==> config.mk <==
export PLATFORM = sky130hd
export DESIGN_NAME = sbt_timer
export DESIGN_NICKNAME = d
export VERILOG_FILES = /design/src/sbt_pkg.sv /design/src/sbt_tick_gen.sv /design/src/sbt_irq.sv /design/src/sbt_timer.sv
export VERILOG_INCLUDE_DIRS = /design/src
export SDC_FILE = /design/constraint.sdc
export NUM_CORES = 1
export LEC_CHECK = 0
export ABC_AREA = 0
export BUFFER_PORTS_ARGS = -buffer_cell sky130_fd_sc_hd__buf_4
export CAP_MARGIN = 20
export CORE_ASPECT_RATIO = 2
export CORE_MARGIN = 3
export CORE_UTILIZATION = 51
export CTS_CLUSTER_SIZE = 30
export DETAILED_ROUTE_END_ITERATION = 16
export PLACE_DENSITY = 0.8
export SETUP_SLACK_MARGIN = 0.4
export SYNTH_ARGS = -nofsm -noshare
export SYNTH_HDL_FRONTEND = slang
export SYNTH_SLANG_ARGS = --single-unit
export TNS_END_PERCENT = 1
==> constraint.sdc <==
create_clock -name clk -period 2.3 [get_ports clk]
set_input_delay 0.115 -clock clk [delete_from_list [all_inputs] [get_ports clk]]
set_output_delay 0.115 -clock clk [all_outputs]
set_load 0.005 [all_outputs]
==> src/sbt_params.svh <==
// Register map, field positions, reset values and counts for the timer
// ----------------------------------------------------------------------
// Functional notes
// ----------------------------------------------------------------------
// Functional notes
// - Sixteen-bit up-counter reached as high byte and low byte registers.
// - A write to either count byte loads the live count at once.
// - Timer on, instruction clock, 1:1 prescale: one count per instruction cycle.
// - Control bit 1 picks system clock (1) or instruction clock (0).
// - With system clock selected the count grows four per instruction cycle.
// - Control bits 5-4 divide the clock by 1, 2, 4 or 8.
// - The prescale counter can be neither read nor written by software.
// - Any write to a count byte clears the prescale counter.
// - Control bit 0 gates counting; zero stops timer and clears gate flop.
// - Count wraps FFFFh to 0000h and sets the rollover flag.
// - Interrupt needs on bit, rollover, peripheral and global enables set.
// - Counting stops in sleep; the timer never wakes the device.
// - Control bits 7-6 and 3-2 read zero and ignore writes.
`ifndef SBT_PARAMS_SVH
`define SBT_PARAMS_SVH

// ----------------------------------------------------------------------
// Register offsets
// ----------------------------------------------------------------------
`define SBT_ADDR_W 3
`define SBT_OFF_COUNT_LOW 3'h0
`define SBT_OFF_COUNT_HIGH 3'h1
`define SBT_OFF_CONTROL 3'h2
`define SBT_OFF_FLAG 3'h3
`define SBT_OFF_ENABLE 3'h4
`define SBT_OFF_INT_CONTROL 3'h5
`define SBT_OFF_FLAG_CLEAR 3'h6

// ----------------------------------------------------------------------
// Field positions and masks
// ----------------------------------------------------------------------
`define SBT_CTL_ON_BIT 0
`define SBT_CTL_CS_BIT 1
`define SBT_CTL_PS_LSB 4
`define SBT_CTL_PS_MSB 5
`define SBT_CTL_MASK 8'h33
`define SBT_INT_MASK 8'hc0
`define SBT_FLAG_ROLL_BIT 0
`define SBT_INT_PERIPHERAL_INTERRUPT_ENABLE_BIT 6
`define SBT_INT_GIE_BIT 7

// ----------------------------------------------------------------------
// Reset values and timing
// ----------------------------------------------------------------------
`define SBT_CTL_RESET 8'h00
`define SBT_INT_RESET 8'h00
`define SBT_COUNT_RESET 16'h0000
`define SBT_INSTR_DIV 4

`endif

==> src/sbt_pkg.sv <==
// Types shared by the timer modules
package sbt_pkg;
    typedef logic [7:0] sbt_byte_t;
    typedef logic [15:0] sbt_count_t;
endpackage : sbt_pkg

==> src/sbt_tick_gen.sv <==
// Source selection and prescaler producing the count tick
`timescale 1ns/10ps
`default_nettype none
`include "sbt_params.svh"
module sbt_tick_gen
    import sbt_pkg::*;
(
    // Clock and reset
    input wire logic clk,
    input wire logic rstn,
    input wire logic ce,
    // Control
    input wire logic run,
    input wire logic sys_clk_sel,
    input wire logic [1:0] prescale_sel,
    input wire logic prescale_clear,
    // Tick out
    output logic tick
);
    logic [1:0] phase_q;
    logic [2:0] pre_q;
    logic src_tick;
    logic pre_done;

    // ------------------------------------------------------------------
    // Instruction cycle phase: one in four system clocks
    // ------------------------------------------------------------------
    always_ff @(posedge clk)
    begin
        if (!rstn)
            phase_q <= 2'h0;
        else if (ce)
            phase_q <= phase_q + 2'h1;
    end

    assign src_tick = sys_clk_sel ? 1'b1 : (phase_q == 2'h3);

    // ------------------------------------------------------------------
    // Hidden prescale counter
    // ------------------------------------------------------------------
    always_comb
    begin
        unique case (prescale_sel)
            2'h0: pre_done = 1'b1;
            2'h1: pre_done = (pre_q[0] == 1'b1);
            2'h2: pre_done = (pre_q[1:0] == 2'h3);
            2'h3: pre_done = (pre_q == 3'h7);
        endcase
    end

    always_ff @(posedge clk)
    begin
        if (!rstn)
            pre_q <= 3'h0;
        else if (ce)
        begin
            if (prescale_clear || !run)
                pre_q <= 3'h0;
            else if (src_tick)
                pre_q <= pre_done ? 3'h0 : pre_q + 3'h1;
        end
    end

    assign tick = ce && run && src_tick && pre_done;
endmodule : sbt_tick_gen
`default_nettype wire

==> src/sbt_irq.sv <==
// Rollover flag, enables and interrupt output
`timescale 1ns/10ps
`default_nettype none
`include "sbt_params.svh"
module sbt_irq
    import sbt_pkg::*;
(
    // Clock and reset
    input wire logic clk,
    input wire logic rstn,
    input wire logic ce,
    // Event and software control
    input wire logic roll_event,
    input wire logic flag_clear,
    input wire logic enable_wr,
    input wire logic enable_val,
    input wire logic periph_en,
    input wire logic global_en,
    input wire logic timer_on,
    // State
    output logic flag,
    output logic enable,
    output logic irq
);
    logic flag_q;
    logic enable_q;

    always_ff @(posedge clk)
    begin
        if (!rstn)
            flag_q <= 1'b0;
        else if (ce)
        begin
            if (roll_event)
                flag_q <= 1'b1;
            else if (flag_clear)
                flag_q <= 1'b0;
        end
    end

    always_ff @(posedge clk)
    begin
        if (!rstn)
            enable_q <= 1'b0;
        else if (ce && enable_wr)
            enable_q <= enable_val;
    end

    assign flag = flag_q;
    assign enable = enable_q;
    assign irq = flag_q && enable_q && periph_en && global_en &&
                 timer_on;
endmodule : sbt_irq
`default_nettype wire

==> src/sbt_timer.sv <==
// Sixteen-bit interval timer with register port
`timescale 1ns/10ps
`default_nettype none
`include "sbt_params.svh"
module sbt_timer
    import sbt_pkg::*;
(
    // Clock and reset
    input wire logic clk,
    input wire logic rstn,
    input wire logic ce,
    // Processor state
    input wire logic sleep,
    // Register port
    input wire logic [`SBT_ADDR_W-1:0] addr,
    input wire logic [7:0] wdata,
    input wire logic wr,
    input wire logic rd,
    output logic [7:0] rdata,
    // Interrupt
    output logic irq
);
    sbt_count_t count_q;
    sbt_byte_t ctl_q;
    sbt_byte_t int_ctl_q;
    sbt_byte_t rdata_q;
    logic tick;
    logic count_wr;
    logic roll;
    logic flag;
    logic enable;
    logic gate_q;

    // ------------------------------------------------------------------
    // Control registers
    // ------------------------------------------------------------------
    always_ff @(posedge clk)
    begin
        if (!rstn)
            ctl_q <= `SBT_CTL_RESET;
        else if (ce && wr && addr == `SBT_OFF_CONTROL)
            ctl_q <= wdata & `SBT_CTL_MASK;
    end

    always_ff @(posedge clk)
    begin
        if (!rstn)
            int_ctl_q <= `SBT_INT_RESET;
        else if (ce && wr && addr == `SBT_OFF_INT_CONTROL)
            int_ctl_q <= wdata & `SBT_INT_MASK;
    end

    // Gate flip-flop follows the on bit and clears when off
    always_ff @(posedge clk)
    begin
        if (!rstn)
            gate_q <= 1'b0;
        else if (ce)
            gate_q <= ctl_q[`SBT_CTL_ON_BIT];
    end

    assign count_wr = wr && (addr == `SBT_OFF_COUNT_LOW ||
                             addr == `SBT_OFF_COUNT_HIGH);

    sbt_tick_gen u_tick (
        .clk(clk),
        .rstn(rstn),
        .ce(ce),
        .run(gate_q && ctl_q[`SBT_CTL_ON_BIT] && !sleep),
        .sys_clk_sel(ctl_q[`SBT_CTL_CS_BIT]),
        .prescale_sel(ctl_q[`SBT_CTL_PS_MSB:`SBT_CTL_PS_LSB]),
        .prescale_clear(count_wr),
        .tick(tick)
    );

    // ------------------------------------------------------------------
    // Counter
    // ------------------------------------------------------------------
    assign roll = tick && !count_wr && (count_q == 16'hffff);

    always_ff @(posedge clk)
    begin
        if (!rstn)
            count_q <= `SBT_COUNT_RESET;
        else if (ce)
        begin
            if (wr && addr == `SBT_OFF_COUNT_LOW)
                count_q[7:0] <= wdata;
            else if (wr && addr == `SBT_OFF_COUNT_HIGH)
                count_q[15:8] <= wdata;
            else if (tick)
                count_q <= count_q + 16'h0001;
        end
    end

    sbt_irq u_irq (
        .clk(clk),
        .rstn(rstn),
        .ce(ce),
        .roll_event(roll),
        .flag_clear(wr && addr == `SBT_OFF_FLAG_CLEAR &&
                    wdata[`SBT_FLAG_ROLL_BIT]),
        .enable_wr(wr && addr == `SBT_OFF_ENABLE),
        .enable_val(wdata[`SBT_FLAG_ROLL_BIT]),
        .periph_en(int_ctl_q[`SBT_INT_PERIPHERAL_INTERRUPT_ENABLE_BIT]),
        .global_en(int_ctl_q[`SBT_INT_GIE_BIT]),
        .timer_on(ctl_q[`SBT_CTL_ON_BIT]),
        .flag(flag),
        .enable(enable),
        .irq(irq)
    );

    // ------------------------------------------------------------------
    // Read data, one cycle after the strobe
    // ------------------------------------------------------------------
    always_ff @(posedge clk)
    begin
        if (!rstn)
            rdata_q <= 8'h00;
        else if (ce)
        begin
            if (rd)
            begin
                unique case (addr)
                    `SBT_OFF_COUNT_LOW: rdata_q <= count_q[7:0];
                    `SBT_OFF_COUNT_HIGH: rdata_q <= count_q[15:8];
                    `SBT_OFF_CONTROL: rdata_q <= ctl_q;
                    `SBT_OFF_FLAG: rdata_q <= {7'h00, flag};
                    `SBT_OFF_ENABLE: rdata_q <= {7'h00, enable};
                    `SBT_OFF_INT_CONTROL: rdata_q <= int_ctl_q;
                    default: rdata_q <= 8'h00;
                endcase
            end
            else
                rdata_q <= 8'h00;
        end
    end

    assign rdata = rdata_q;
endmodule : sbt_timer
`default_nettype wire

==> key figures <==
GRT
  – First-pass GRT wire length: 10,100 um
  – Initial antenna violation count: 0
  – Vias in the first global route: 2,150
  – Largest net degree at the start of global routing: 22
  – Final global-route overflow total: 0
  – Gr usage total: 25.2%

Timing
  – Slew headroom: 61.1%
  – WHS: 0.0983 ns
  – Final min period: 1.84 ns
  – Endpoints failing setup: 0
  – Final Hold Fails: 0
  – RSZ-0062 raised after global routing: true
  – Final Cycle Share: 80.2%
  – Max Transition Viols Final: 0
  – Setup Skew: 0.00595 ns
  – F_max: 0.542 GHz
  – Setup TNS: 0 ns
  – Actual slew at the worst max-slew pin: 0.576 ns

Route
  – Post-DR wirelength/cell: 18.0 um
  – M1 wire length: 2380 um
  – Via density: 6.30
  – Starting DRT DRC Count: 94
  – Met3 routed WL: 384 um
  – Final wirelength: 6560 um
  – Highest metal used: met4
  – # DRC: 0
  – Routed vias: 2,294
  – Routed Antenna Nets: 0
  – Met2 wire len: 3400 um
  – 1st-pass router iterations: 5

Finish
  – Layout net count: 330
  – Area Growth Syn to Fin: 17.4%
  – Filler-free cell count of the finished design: 364
  – End-of-flow core utilization: 62.3%
  – Share of layout cells above drive strength 1: 20.3%
  – Antenna diodes: 0
  – Fillers: 408
  – Multi-input gate area: 0.00149 mm^2
  – Register area: 766 um^2

Floorplan
  – Io pins: 26
  – Initial Util: 53.0%
  – Die area: 0.00540 mm^2
  – Die Wd: 53.5 um
  – Die extent in y: 101 um
  – Core Area: 0.00434 mm^2
  – Row count: 34

Clock network
  – Clk_lat worst skew: 0.30 ns
  – CTS Hold Buffers Added: 0
  – Clock buffer depth: 2
  – Clk slew on worst S/H paths: 0.08 ns
  – Clk root buf: clkbuf_8
  – CTS buffer count: 5
  – CTS tree: built
  – CTS Sinks: 38
  – # H-tree levels: 2

Synthesis
  – Main flop type after synthesis: dfxtp_1
  – Seq/Total Area, Yosys: 33.1%
  – Synth area leaders: dfxtp_1, mux2i_1, a21oi_1
  – Mapped Area: 0.00230 mm^2
  – Async SR Flop Fraction: 0%
  – Syn nets: 305
  – Yosys Warn Count: 0
  – Post-synth cell types: 52
  – Area share of the leading cell type in the synthesized netlist: 33.1%
  – Syn avg cell area: 8.10 um^2
  – Number of enable flip-flop cells after synthesis: 0
  – Synthesized instance count: 284
  – Yosys top cell by area: dfxtp_1
  – Synthesized flop and latch total: 38

Power and ir drop
  – Worst vdd ir: 0.485 mV
  – Design Power: 0.00129 W
  – Pleak: 0.978 nW
  – PD cells: 477 mW/mm^2

Placement
  – Port bufs: 25
  – Placed Cells: 350
  – GP Congestion: 0.904
  – HPWL after DPL: 4660 um

Critical path
  – CP endpoint kind: register
  – Capture point of the worst path: count_q[13]$_SDFFE_PN0P_
  – Crit Path Max Fanout: 7
  – Crit. Startpoint: u_tick.pre_q[0]$_SDFFE_PN0P_
  – R2R Path End: count_q[13]$_SDFFE_PN0P_
  – Kind of critical path: register to register
  – Arr. time, crit path: 2.08 ns
  – Crit path required time: 2.53 ns
  – Worst r2r src: u_tick.pre_q[0]$_SDFFE_PN0P_
  – FF-to-FF setup slack: 0.46 ns
  – Setup crit start kind: register
  – Worst R2R Path Depth: 9

Hold path
  – Worst hold path type: primary input to register
  – Worst hold path depth: 3
  – Hold path startpoint: wdata[7]

Flow run
  – Max Cap Viol: 0

Status
  – Status: completed
-- worst max-delay path, cell delays in order, from the launching register on --
cell       delay (ns)
dfxtp_4          0.38
ha_4             0.16
ha_4             0.14
mux2i_4          0.08
a211oi_4         0.36
buf_4            0.19
a2bb2oi_4        0.08
buf_4            0.15
a21o_1           0.15
a21oi_2          0.10
-- area by class of cell --
type	instances	area share, %
clock buffers	7	3.20
clock inverters	1	0.185
inverters	7	0.973
multi-input cells	222	55.2
flip-flops and latches	38	28.3
well taps	54	2.50
repair buffers	35	9.63
-- cells in the final DEF, fill, tap and decap left out, types with 3 or more instances in the layout --
cell / Yosys / final
nor3_1: 6 / 6
o21ai_0: 4 / 4
buf_4: 0 / 34
nor2_1: 31 / 31
o22ai_1: 5 / 5
o31ai_1: 3 / 3
nor2b_1: 4 / 4
nand3_1: 12 / 12
and2_1: 6 / 6
nand2_1: 30 / 30
nand4_1: 6 / 6
nand3b_1: 3 / 3
mux2i_1: 18 / 17
o32ai_1: 3 / 3
a211oi_1: 3 / 3
clkbuf_8: 0 / 6
a31oi_1: 6 / 6
inv_1: 6 / 6
a21oi_1: 27 / 27
and3_1: 9 / 9
dfxtp_1: 38 / 36
o2bb2ai_1: 4 / 4
a21o_1: 4 / 4
-- sequential cells by signal, indices dropped and copies added, names as in the netlist --
signal and count:
count_q 16, rdata 8, ctl_q 4, u_tick.pre_q 3, int_ctl_q 2, u_tick.phase_q 2, gate_q 1, u_irq.enable 1
u_irq.flag 1
-- metrics by stage --
step           instance area [um^2]  setup slack (ns)
3_3_place_gp                   2510             0.373
2_1_floorplan                  2300             0.447
3_5_place_dp                   2510             0.282
4_1_cts                        2620             0.350
5_1_grt                        2700             0.355
6_report                       2700             0.455
-- synthesized netlist by cell type (3+ instances only) --
cell	n
dfxtp_1	38
nor2_1	31
nand2_1	30
a21oi_1	27
mux2i_1	18
clkbuf_1	13
nand3_1	12
and3_1	9
a31oi_1	6
and2_1	6
inv_1	6
nand4_1	6
nor3_1	6
o22ai_1	5
a21o_1	4
ha_1	4
nor2b_1	4
o21ai_0	4
o2bb2ai_1	4
a211oi_1	3
a22oi_1	3
buf_2	3
nand3b_1	3
o31ai_1	3
o32ai_1	3
-- where the power goes --
part           total (W)  switching [W]  internal (W)
clock           0.000483       0.000241      0.000242
combinational   0.000135      0.0000814     0.0000541
sequential      0.000670     0.00000707      0.000663
-- how the worst min path moves through the flow --
stage / endpoint
after floorplan: int_ctl_q[6]$_SDFFE_PN0P_
after global placement: int_ctl_q[6]$_SDFFE_PN0P_
after detailed placement: int_ctl_q[7]$_SDFFE_PN0P_
after CTS: int_ctl_q[7]$_SDFFE_PN0P_
after global routing: int_ctl_q[7]$_SDFFE_PN0P_
final: int_ctl_q[7]$_SDFFE_PN0P_
-- timing repair --
action                     4_1_cts  5_1_grt
buffers inserted                 1        3
pin swaps                        1        2
gates cloned                     1        1
resized for setup                3        9
setup endpoints to repair       11       20
-- metal layers --
layer  up-vias  global-route usage [%]
li1       1094                       -
met1      1058                    27.4
met2       110                    42.5
met3        32                    3.85
met4         0                    17.5
met5         -                       0
-- kinds of logic (layout without fill, tap and decap cells) --
family	after synthesis	count (layout)	synth area share, %
AND/OR/NAND/NOR	119	119	26.9
XOR/XNOR	2	2	0.761
AO/OA/AOI/OAI	77	78	23.9
buffers and inverters	25	50	4.89
adder cells (fa/ha/maj)	4	4	2.18
flip-flops	38	38	33.1
multiplexers	19	19	8.32
(Power assumes the default switching activity.)
